[config.mk]
export PLATFORM = sky130hd
export DESIGN_NAME = sbs_ctrl
export DESIGN_NICKNAME = d
export VERILOG_FILES = /design/src/rtl/sbs_pkg.sv /design/src/rtl/sbs_fifo.sv /design/src/rtl/sbs_ctrl.sv
export SDC_FILE = /design/constraint.sdc
export NUM_CORES = 1
export LEC_CHECK = 0
export ABC_CLOCK_PERIOD_IN_PS = 15500
export CORE_ASPECT_RATIO = 0.8
export CORE_UTILIZATION = 59
export CTS_CLUSTER_SIZE = 30
export DETAILED_ROUTE_END_ITERATION = 8
export DONT_BUFFER_PORTS = 1
export PLACE_DENSITY_LB_ADDON = 0.3
export REMOVE_ABC_BUFFERS = 1
export SYNTH_ARGS = -nofsm -noshare
export SYNTH_HDL_FRONTEND = slang
export SYNTH_SLANG_ARGS = --single-unit
[constraint.sdc]
create_clock -name CLOCK_I -period 15.5 [get_ports CLOCK_I]
set_input_delay 2.325 -clock CLOCK_I [delete_from_list [all_inputs] [get_ports CLOCK_I]]
set_output_delay 2.325 -clock CLOCK_I [all_outputs]
set_load 0.02 [all_outputs]
[src/rtl/sbs_pkg.sv]
/*
 package of the burst memory control block: widths, burst order, snooze latency.
 assumes one 50 MHz clock and no software-visible registers.
*/
package sbs_pkg;
	localparam int unsigned CLK_PERIOD_NS = 20;
	localparam int unsigned ADDR_W = 19;
	localparam int unsigned DATA_W = 32;
	localparam int unsigned LANES = 4;
	localparam int unsigned LANE_W = 8;
	// snooze entry and exit latency, in clock periods
	localparam int unsigned SNOOZE_ENTER_PERIODS = 2;
	localparam int unsigned SNOOZE_EXIT_PERIODS = 2;
	localparam int unsigned SNOOZE_ENTER_CYC = (SNOOZE_ENTER_PERIODS * CLK_PERIOD_NS) / CLK_PERIOD_NS;
	localparam int unsigned SNOOZE_EXIT_CYC = (SNOOZE_EXIT_PERIODS * CLK_PERIOD_NS + CLK_PERIOD_NS - 1) / CLK_PERIOD_NS;
	localparam logic [1:0] BURST_STEP = 2'h1;
	localparam logic [1:0] BURST_LAST = 2'h3;
	localparam logic [LANES-1:0] LANES_IDLE = 4'hf;
	localparam int unsigned FIFO_DEPTH = 16;
	typedef enum logic [1:0] {SBS_IDLE, SBS_ACTIVE, SBS_SNOOZE} sbs_state_e;
endpackage

[src/rtl/sbs_fifo.sv]
/*
 small synchronous fifo with valid/ready on both sides; read data come from a register.
 assumes a single clock and an active-low asynchronous reset.
*/
`timescale 1ns/1ps
module sbs_fifo #(
	parameter int unsigned WIDTH = 32,
	parameter int unsigned DEPTH = 16
)
(
	input wire logic clk_i,
	input wire logic rst_b_i,
	input wire logic in_valid_i,
	output logic in_ready_o,
	input wire logic [WIDTH-1:0] in_data_i,
	output logic out_valid_o,
	input wire logic out_ready_i,
	output logic [WIDTH-1:0] out_data_o
);
	localparam int unsigned AW = $clog2(DEPTH);
	logic [WIDTH-1:0] mem_q [DEPTH];
	logic [AW:0] wr_q, wr_d, rd_q, rd_d;
	logic [WIDTH-1:0] dat_q, dat_d;
	logic vld_q, vld_d;
	logic push, pop, empty;
	////////////////////////////////////////////////////////////////
	// pointer and output stage next values
	always_comb
	begin
		empty = (wr_q == rd_q);
		in_ready_o = !((wr_q[AW-1:0] == rd_q[AW-1:0]) && (wr_q[AW] != rd_q[AW]));
		push = in_valid_i && in_ready_o;
		pop = !empty && (!vld_q || out_ready_i);
		wr_d = push ? wr_q + 1'b1 : wr_q;
		rd_d = pop ? rd_q + 1'b1 : rd_q;
		dat_d = pop ? mem_q[rd_q[AW-1:0]] : dat_q;
		vld_d = pop ? 1'b1 : (out_ready_i ? 1'b0 : vld_q);
	end
	// storage has no reset
	always_ff @(posedge clk_i)
	begin
		if (push)
			mem_q[wr_q[AW-1:0]] <= in_data_i;
	end
	always_ff @(posedge clk_i or negedge rst_b_i)
	begin
		if (!rst_b_i)
		begin
			wr_q <= '0;
			rd_q <= '0;
			dat_q <= '0;
			vld_q <= 1'b0;
		end
		else
		begin
			wr_q <= wr_d;
			rd_q <= rd_d;
			dat_q <= dat_d;
			vld_q <= vld_d;
		end
	end
	assign out_valid_o = vld_q;
	assign out_data_o = dat_q;
endmodule

[src/rtl/sbs_ctrl.sv]
/*
 control logic of a synchronous burst memory, seen from the memory side.
 decodes strobe, chip select and lane writes into cycles, steps bursts, sequences
 output enable and snooze. accesses leave as a command stream through a 16-word fifo
 to the array logic, which returns read data on a plain strobe.
 assumes the controller keeps its own obligations on setup, stability and snooze use.
*/
`timescale 1ns/1ps
module sbs_ctrl
	import sbs_pkg::*;
#(
	parameter int unsigned FIFO_D = FIFO_DEPTH
)
(
	input wire logic CLOCK_I,
	input wire logic RST_B_I,
	input wire logic [ADDR_W-1:0] ADDR_I,
	input wire logic CHIP_SELECT_N_I,
	input wire logic ADDR_STROBE_N_I,
	input wire logic BYTE_WRITE_GATE_N_I,
	input wire logic [LANES-1:0] LANE_WRITE_N_I,
	input wire logic OUTPUT_ENABLE_N_I,
	input wire logic SNOOZE_REQUEST_I,
	input wire logic BURST_ORDER_I,
	input wire logic [DATA_W-1:0] DQ_I,
	output logic [DATA_W-1:0] DQ_O,
	output logic DQ_OE_O,
	output logic SNOOZE_O,
	output logic CMD_VALID_O,
	input wire logic CMD_READY_I,
	output logic CMD_WRITE_O,
	output logic [LANES-1:0] CMD_LANES_O,
	output logic [ADDR_W-1:0] CMD_ADDR_O,
	output logic [DATA_W-1:0] CMD_DATA_O,
	input wire logic RD_VALID_I,
	input wire logic [DATA_W-1:0] RD_DATA_I,
	output logic CMD_STALL_O
);
	localparam int unsigned CMD_W = 1 + LANES + ADDR_W + DATA_W;
	// async pins: snooze request and output enable pass two flip-flops
	logic snz_m_q, snz_s_q, oe_m_q, oe_s_q;
	logic [1:0] snz_cnt_q, snz_cnt_d;
	sbs_state_e st_q, st_d;
	logic [ADDR_W-1:0] base_q, base_d;
	logic [1:0] beat_q, beat_d;
	logic sel_q, sel_d;
	logic rd_pend_q, rd_pend_d;
	logic [DATA_W-1:0] dq_q, dq_d;
	logic drive_q, drive_d;
	logic snooze_q, snooze_d;
	logic stall_q, stall_d;
	logic is_write, is_read, active, fifo_ready;
	logic [LANES-1:0] wr_lanes;
	logic [1:0] low_bits;
	logic [ADDR_W-1:0] cur_addr;
	logic [CMD_W-1:0] cmd_word;
	////////////////////////////////////////////////////////////////
	// synchronisers for the asynchronous pins
	always_ff @(posedge CLOCK_I or negedge RST_B_I)
	begin
		if (!RST_B_I)
		begin
			snz_m_q <= 1'b0;
			snz_s_q <= 1'b0;
			oe_m_q <= 1'b1;
			oe_s_q <= 1'b1;
		end
		else
		begin
			snz_m_q <= SNOOZE_REQUEST_I;
			snz_s_q <= snz_m_q;
			oe_m_q <= OUTPUT_ENABLE_N_I;
			oe_s_q <= oe_m_q;
		end
	end
	////////////////////////////////////////////////////////////////
	// cycle decode and burst address
	always_comb
	begin
		// lane written only while the gate is low
		wr_lanes = BYTE_WRITE_GATE_N_I ? '0 : ~LANE_WRITE_N_I;
		active = (st_q != SBS_SNOOZE) && !snz_s_q;
		is_write = active && (wr_lanes != '0) && (!ADDR_STROBE_N_I ? !CHIP_SELECT_N_I : sel_q);
		is_read = active && (wr_lanes == '0) && (!ADDR_STROBE_N_I ? !CHIP_SELECT_N_I : sel_q);
		// burst order: interleaved xor, or linear add with wrap
		if (BURST_ORDER_I)
			low_bits = base_q[1:0] ^ beat_q;
		else
			low_bits = base_q[1:0] + beat_q;
		cur_addr = !ADDR_STROBE_N_I ? ADDR_I : {base_q[ADDR_W-1:2], low_bits};
	end
	////////////////////////////////////////////////////////////////
	// control state next values
	always_comb
	begin
		st_d = st_q;
		snz_cnt_d = snz_cnt_q;
		base_d = base_q;
		beat_d = beat_q;
		sel_d = sel_q;
		rd_pend_d = 1'b0;
		snooze_d = snooze_q;
		stall_d = !fifo_ready;
		case (st_q)
			SBS_IDLE, SBS_ACTIVE:
			begin
				if (snz_s_q)
				begin
					st_d = SBS_SNOOZE;
					snooze_d = 1'b1;
					sel_d = 1'b0;
				end
				else if (!ADDR_STROBE_N_I)
				begin
					// new address aborts any burst
					base_d = ADDR_I;
					beat_d = '0;
					sel_d = !CHIP_SELECT_N_I;
					st_d = CHIP_SELECT_N_I ? SBS_IDLE : SBS_ACTIVE;
					rd_pend_d = is_read;
				end
				else
				begin
					// strobe high: repeat at current internal address
					rd_pend_d = is_read;
				end
			end
			SBS_SNOOZE:
			begin
				if (!snz_s_q)
				begin
					// exit latency before sampling resumes
					if (snz_cnt_q == 2'(SNOOZE_EXIT_CYC - 1))
					begin
						st_d = SBS_IDLE;
						snz_cnt_d = '0;
					end
					else
						snz_cnt_d = snz_cnt_q + 1'b1;
					snooze_d = 1'b0;
				end
				else
				begin
					snz_cnt_d = '0;
					snooze_d = 1'b1;
				end
			end
			default:
				st_d = SBS_IDLE;
		endcase
		// each strobe-high access moves the burst one beat on
		if (ADDR_STROBE_N_I && (is_read || is_write))
			beat_d = beat_q + BURST_STEP;
		// read data are driven only after the edge that took the read
		dq_d = RD_VALID_I ? RD_DATA_I : dq_q;
		drive_d = sel_q && (rd_pend_q || drive_q) && !oe_s_q && st_q != SBS_SNOOZE && !snz_s_q;
		if (is_write || (LANE_WRITE_N_I != LANES_IDLE && active))
			drive_d = 1'b0;
		if (!ADDR_STROBE_N_I && CHIP_SELECT_N_I)
			drive_d = 1'b0;
	end
	always_ff @(posedge CLOCK_I or negedge RST_B_I)
	begin
		if (!RST_B_I)
		begin
			st_q <= SBS_IDLE;
			snz_cnt_q <= '0;
			base_q <= '0;
			beat_q <= '0;
			sel_q <= 1'b0;
			rd_pend_q <= 1'b0;
			dq_q <= '0;
			drive_q <= 1'b0;
			snooze_q <= 1'b0;
			stall_q <= 1'b0;
		end
		else
		begin
			st_q <= st_d;
			snz_cnt_q <= snz_cnt_d;
			base_q <= base_d;
			beat_q <= beat_d;
			sel_q <= sel_d;
			rd_pend_q <= rd_pend_d;
			dq_q <= dq_d;
			drive_q <= drive_d;
			snooze_q <= snooze_d;
			stall_q <= stall_d;
		end
	end
	////////////////////////////////////////////////////////////////
	// command stream to the array through the fifo
	assign cmd_word = {is_write, wr_lanes, cur_addr, DQ_I};
	sbs_fifo #(
		.WIDTH(CMD_W),
		.DEPTH(FIFO_D)
	) u_fifo (
		.clk_i(CLOCK_I),
		.rst_b_i(RST_B_I),
		.in_valid_i(is_write || is_read),
		.in_ready_o(fifo_ready),
		.in_data_i(cmd_word),
		.out_valid_o(CMD_VALID_O),
		.out_ready_i(CMD_READY_I),
		.out_data_o({CMD_WRITE_O, CMD_LANES_O, CMD_ADDR_O, CMD_DATA_O})
	);
	assign DQ_O = dq_q;
	assign DQ_OE_O = drive_q;
	assign SNOOZE_O = snooze_q;
	assign CMD_STALL_O = stall_q;
endmodule

==> flow_summary.ini, run 1 <==
[global_routing]
grt_start_max_net_pins = 134
antenna_found_initial = 2
grt_overflow = 0
grt.total_usage = 0.2363
first_global_vias = 19010
grt_pass1_wl_mm = 119.4

[synth]
synthesis.instances = 1936
ys_seq_elements = 1029
avgSynthCellArea_um2 = 20.55
ys_top_cells_by_area = edfxtp_1 (68%), dfrtp_1 (8.2%), mux4_2 (6.3%), mux2i_1 (5.7%), mux2_2 (5.2%)
yosys.area.top_type = edfxtp_1
yosys_warnings = 0
netlist_area_um2 = 39790
netlist.area_leader.share = 0.6763
ys_seq_area_frac = 0.7600
synth.distinct_cells = 41

[finish]
antennaDiodeCount = 0
areaGrowthSynthToFinish_pct = 10.45
drive_gt1_frac = 0.2507
final_cells = 2890
seq_area_um2 = 30250
fill_cells = 4094
finalNetCount = 2049
multi_input_area_um2 = 9087

[floorplanning]
coreArea_um2 = 66210
rows = 84
initial_core_util = 0.6009
pin_count = 189
die_x_um = 292.3
die-area_um2 = 68480
die_height_um = 234.3

[clock_network]
clockRootBuffer = clkbuf_16
hold_buffers = 0
clockBufferDepth = 3
cts.repair.resized = 0
cts_sinks = 1029
clk_latency_ns = 0.66
h-tree-depth = 3
cts_tree = done
post-cts-setup-buffer-count = 0
clk_pin_slew_ns = 0.06
numCtsBuffers = 96

[sta]
post-route-period-util = 0.3240
slew_headroom = 0.1507
fin_hold_ws_ns = 0.3597
rsz0062_at_grt = no
hold_viol_final = 0
worst_pin_slew_ns = 1.274
finalMaxSlewViolations = 0
finClkSkew_ns = 0.02845
min_period_ns = 5.022
setup_viol = 0
max_clock_freq_mhz = 199.1

[power]
power_density_nw_per_um2 = 181.0
pwr-share-clk = 0.305
p_int_mw = 5.614
p_leak_nw = 14.93
p_switching_mw = 2.340
irDropWorstVdd_mv = 0.1240
swShare = 0.2942
seqPwrFrac = 0.449
comb_power_share = 0.246

[routing]
route.detailed.drc = 0
routed-wl-met3_mm = 5.083
routed.top_layer = met5
vias = 18740
drt_iter0_drc = 1786
wl_met1_mm = 34.42
viasPerCell = 6.483
wl_per_cell_um = 27.81
route.met2.wl_mm = 39.22
ant_nets = 0
wirelength_mm = 80.38
first_pass_iters = 5

[critical_path]
crit_chain = buf_4 -> buf_4 -> buf_4 -> mux4_2 -> mux2_2 -> a22o_1 -> mux2_2
worstPathMaxFanout = 64
slowest_delay_ns = 0.94
cp_top_family = buffers and inverters
cp-start-kind = flip-flop
worstSetupPathType = reg2reg
path_buf_inv = 3
cpMostUsedCell = buf_4
cp.required_ns = 16.03
worst_path_max_delay_cell = buf_4
end_kind = flip-flop
cp.arrival_ns = 5.55

[placed_design]
io_buffer_count = 0
placed_cells = 2708
gp_congestion = 0.7455
dp_hpwl_mm = 41.86

[hold_path]
hold_class = reg2reg

[job]
drv_cap = 0

[outcome]
status = completed
final timing paths:
path,from,to,slack (ns),cells after the start
max,u_fifo.rd_q[2],u_fifo.out_data_o[26],10.48,7
min,snz_m_q,snz_s_q,0.36,0
max reg2reg,u_fifo.rd_q[2],u_fifo.out_data_o[26],10.48,7
min reg2reg,snz_m_q,snz_s_q,0.36,0
max in group asynchronous,RST_B_I,oe_m_q,13.84,0
min in group asynchronous,RST_B_I,u_fifo.out_data_o[23],1.39,0
power by group through the flow:
stage	registers (mW)	logic, mW	clock network, mW
6_report	3.57	1.96	2.42
5_1_grt	3.59	2.09	2.56
4_1_cts	3.57	1.97	2.45
3_5_place_dp	3.63	1.96	0
3_3_place_gp	3.62	1.91	0
2_1_floorplan	3.77	1.79	0
cell usage after synthesis (all sizes together):
cell	number
a2111oi	2
a211o	1
a211oi	6
a21o	1
a21oi	5
a221oi	56
a22o	56
a22oi	56
and2	3
and4	3
and4b	6
buf	55
clkbuf	62
dfrtp	131
dfstp	2
edfxtp	896
ha	6
inv	5
mux2	185
mux2i	227
mux4	112
nand2	3
nand2b	3
nand3	4
nand3b	1
nand4	1
nor2	8
nor2b	8
nor3	1
nor3b	1
nor4	3
nor4b	5
o21a	1
o21ai	3
or2	1
xnor2	5
xor2	12
cells in the final DEF, fill, tap and decap left out, types with 7 or more instances in the layout:
cell         n
clkbuf_1    20
a22o_1      56
a22oi_1     56
xor2_1      12
mux2_2     185
dfrtp_1    127
buf_4       29
clkinv_2    19
edfxtp_1   896
nor2_1       7
a221oi_1    56
clkbuf_16   99
mux2i_1    227
mux4_2     112
bufinv_16   12
clkinv_1     9
through the flow:
step	total power, mW	instance area [um2]	setup WS [ns]	TNS, ns	utilization
CTS	7.996	43940	10.52	0	0.6637
finish	7.955	43940	10.48	0	0.6637
global route	8.241	43940	10.34	0	0.6637
floorplan	5.558	39220	-0.8002	-233.58	-
detailed placement	5.586	40650	10.08	0	0.6139
global placement	5.529	40650	10.24	0	0.6139
layer usage:
metal,global-route usage,up-vias
li1,-,8008
met1,0.3374,9929
met2,0.3802,670
met3,0.04654,127
met4,0.05955,2
met5,0,-
logic make-up after synthesis:
group | share of synthesized area
buffers and inverters | 0.01481
XOR/XNOR | 0.003742
flip-flops | 0.7600
AND/OR/NAND/NOR | 0.008303
adder cells (fa/ha/maj) | 0.001887
AO/OA/AOI/OAI | 0.03840
multiplexers | 0.1729
state kept, by name, summed over array words and instances (netlist names), 2 cells and up:
| signal | count |
|---|---|
| base_q | 19 |
| u_fifo.wr_q | 5 |
| u_fifo.out_data_o | 56 |
| snz_cnt_q | 2 |
| st_q | 2 |
| u_fifo.rd_q | 5 |
| u_fifo.mem_q | 896 |
| beat_q | 2 |
| DQ_O | 32 |
area by class of cell:
cell class / instances / area share
sequential: 1029 / 0.6884
multi-input combinational: 785 / 0.2068
clock buffer: 124 / 0.05965
tap: 860 / 0.02449
clock inverter: 58 / 0.01526
timing repair buffer: 29 / 0.004954
inverter: 5 / 0.0004271
Note: power is estimated with default switching activity, not from simulation.
==> run 2, diff against run 1 <==
- ABC_AREA: not set -> 1
- ABC_CLOCK_PERIOD_IN_PS: 15500 -> 4400
- CORE_UTILIZATION: 59 -> 57
- clock period: 15.5 -> 4.4 ns (I/O delays scaled with it)
==> flow_summary.ini, run 2 <==
[outcome]
status = completed

[critical_path]
r2r-start = u_fifo.rd_q[1]
r2r-end = u_fifo.mem_q[13][53]
worst_path_max_delay_cell = dfrtp_4
cpMostUsedCell = nand2_1
cp.arrival_ns = 3.63
worstSetupPathType = reg2reg
worst-path-stages = 9
worstPathMaxFanout = 58
rrSetupSlack_ns = 1.06
crit_start = u_fifo.rd_q[1]
cp.required_ns = 4.69
end_kind = flip-flop
cp_top_family = buffers and inverters
worstSetupEndpoint = u_fifo.mem_q[13][53]
crit_chain = inv_8 -> nand2_1 -> nand2_1 -> a21oi_1 -> nand3b_1 -> nand2_1 -> buf_4 -> nor3_2 -> buf_4
path_buf_inv = 3
cp-start-kind = flip-flop
slowest_delay_ns = 0.69
r2r_cells = 9

[power]
swShare = 0.3592
pwr-share-clk = 0.291
irDropWorstVdd_mv = 0.8488
power_density_nw_per_um2 = 603.6
seqPwrFrac = 0.422
p_leak_nw = 21.86
p_int_mw = 18.82
finalPower_mw = 29.36
comb_power_share = 0.287
p_switching_mw = 10.55

[sta]
slew_headroom = 0.1545
finClkSkew_ns = 0.03141
finalMaxSlewViolations = 0
post-route-period-util = 0.7593
setup_slack_ns = 1.059
min_period_ns = 3.341
max_clock_freq_mhz = 299.3
rsz0062_at_grt = no
setup_viol = 0
setup_tns_ns = 0
fin_hold_ws_ns = 0.02362
worst_pin_slew_ns = 1.268
hold_viol_final = 0

[placed_design]
gp_congestion = 0.7845
placed_cells = 5312
io_buffer_count = 0
dpl_cell_area_um2 = 45370
dp_hpwl_mm = 51.61
pre_cts_ws_ns = 1.125

[finish]
finalNetCount = 4496
final_util = 0.6311
antennaDiodeCount = 0
areaGrowthSynthToFinish_pct = 9.419
fin_area_um2 = 48650
final_common_cell = nand2_1
largest_register_ffs = 896
drive_gt1_frac = 0.05944
mostFrequentLayoutCells = nand2_1 (1598), edfxtp_1 (896), inv_1 (880), nand3_1 (565), dfrtp_1 (128)
final_cells = 5498

[routing]
wirelength_mm = 105.9
viasPerCell = 5.271
route.detailed.drc = 0
first_pass_iters = 6
wl_per_cell_um = 19.26
ant_nets = 0
drt_iter0_drc = 2830
vias = 28980

[synth]
ys_seq_area_frac = 0.6801
synth_flop_cell = edfxtp_1
avgSynthCellArea_um2 = 10.05
yosys.area.top_type = edfxtp_1
synthesis.instances = 4424
yosys_warnings = 0
synthArstFlopShare = 0.1293
ys_top_cells_by_area = edfxtp_1 (61%), nand2_1 (13%), inv_1 (7.5%), dfrtp_1 (7.4%), nand3_1 (6.4%)
ys_seq_elements = 1029
synth_edf_count = 896
netlist_area_um2 = 44460
netlist.area_leader.share = 0.6052
yosys-top-cells-count = nand2_1 (1598), edfxtp_1 (896), inv_1 (883), nand3_1 (566), dfrtp_1 (131)
synth.distinct_cells = 26
post-synth-top-count-cell = nand2_1

[floorplanning]
die_height_um = 251.8
initial_core_util = 0.5768
die_x_um = 314.3
rows = 91
die-area_um2 = 79130
coreArea_um2 = 77080
pin_count = 189

[clock_network]
cts.repair.resized = 0
clk_latency_ns = 0.67
clockBufferDepth = 3
h-tree-depth = 3
hold_buffers = 3
clk_pin_slew_ns = 0.07
cts_tree = done
numCtsBuffers = 99
clockRootBuffer = clkbuf_16
cts_sinks = 1029
post-cts-setup-buffer-count = 0

[global_routing]
grt.total_usage = 0.2689
antenna_found_initial = 0
grt_pass1_wl_mm = 161.7
grt_start_max_net_pins = 207
grt_overflow = 0
first_global_vias = 27800

[job]
drv_cap = 0

[hold_path]
hold_class = in2async
==> run 2: cell types whose count changed after synthesis, moves of 78 or more <==
cell / change
buf_2: +78
mux4_2: -112
mux2i_1: -227
mux2_2: -168
nand3_1: +562
inv_1: +878
nand2_1: +1595
==> run 2: cell families after synthesis <==
logic type      count (synthesis)  synth area share
compound gates                 51          0.005854
xor+xnor                       11          0.002167
fa+ha+maj                       6          0.001688
buf+inv                      1093           0.09934
flops                        1029            0.6801
mux                            33          0.008358
simple gates                 2201            0.2025
==> run 2: per-layer routing <==
layer	share of wire	routed length [um]	up-vias	GRT usage
li1	-	-	13840	-
met1	0.41	43300	13760	0.3665
met2	0.48	51250	1190	0.4416
met3	0.082	8641	193	0.04784
met4	0.026	2720	0	0.08334
met5	0	0	-	0
==> run 2: final cells by class <==
cell class,instances,area (um2)
clock inverters,41,434.2
repair buffers,74,630.6
fillers,5841,28430
well taps,1023,1280
clock buffers,142,2799
multi-input cells,2302,9907
flip-flops and latches,1029,30250
inverters,887,3349
==> run 2: how the worst min path moves through the flow <==
stage | endpoint | slack (ns) | from | cells after the start
floorplan | snz_s_q | 0.33 | snz_m_q | 0
global placement | snz_s_q | 0.33 | snz_m_q | 0
detailed placement | oe_s_q | 0.35 | oe_m_q | 0
CTS | u_fifo.mem_q[12][31] | 0.05 | DQ_I[31] | 0
global route | u_fifo.mem_q[1][31] | 0.06 | DQ_I[31] | 0
finish | u_fifo.out_data_o[51] | 0.02 | RST_B_I | 1
==> run 2: power groups by stage <==
stage	Combinational, mW	Sequential [mW]	Clock (mW)
finish	8.43	12.4	8.53
CTS	8.39	12.4	8.61
floorplan	4.95	12.8	0
global placement	8.12	12.6	0
detailed placement	8.29	12.6	0
global route	9.41	12.5	8.97
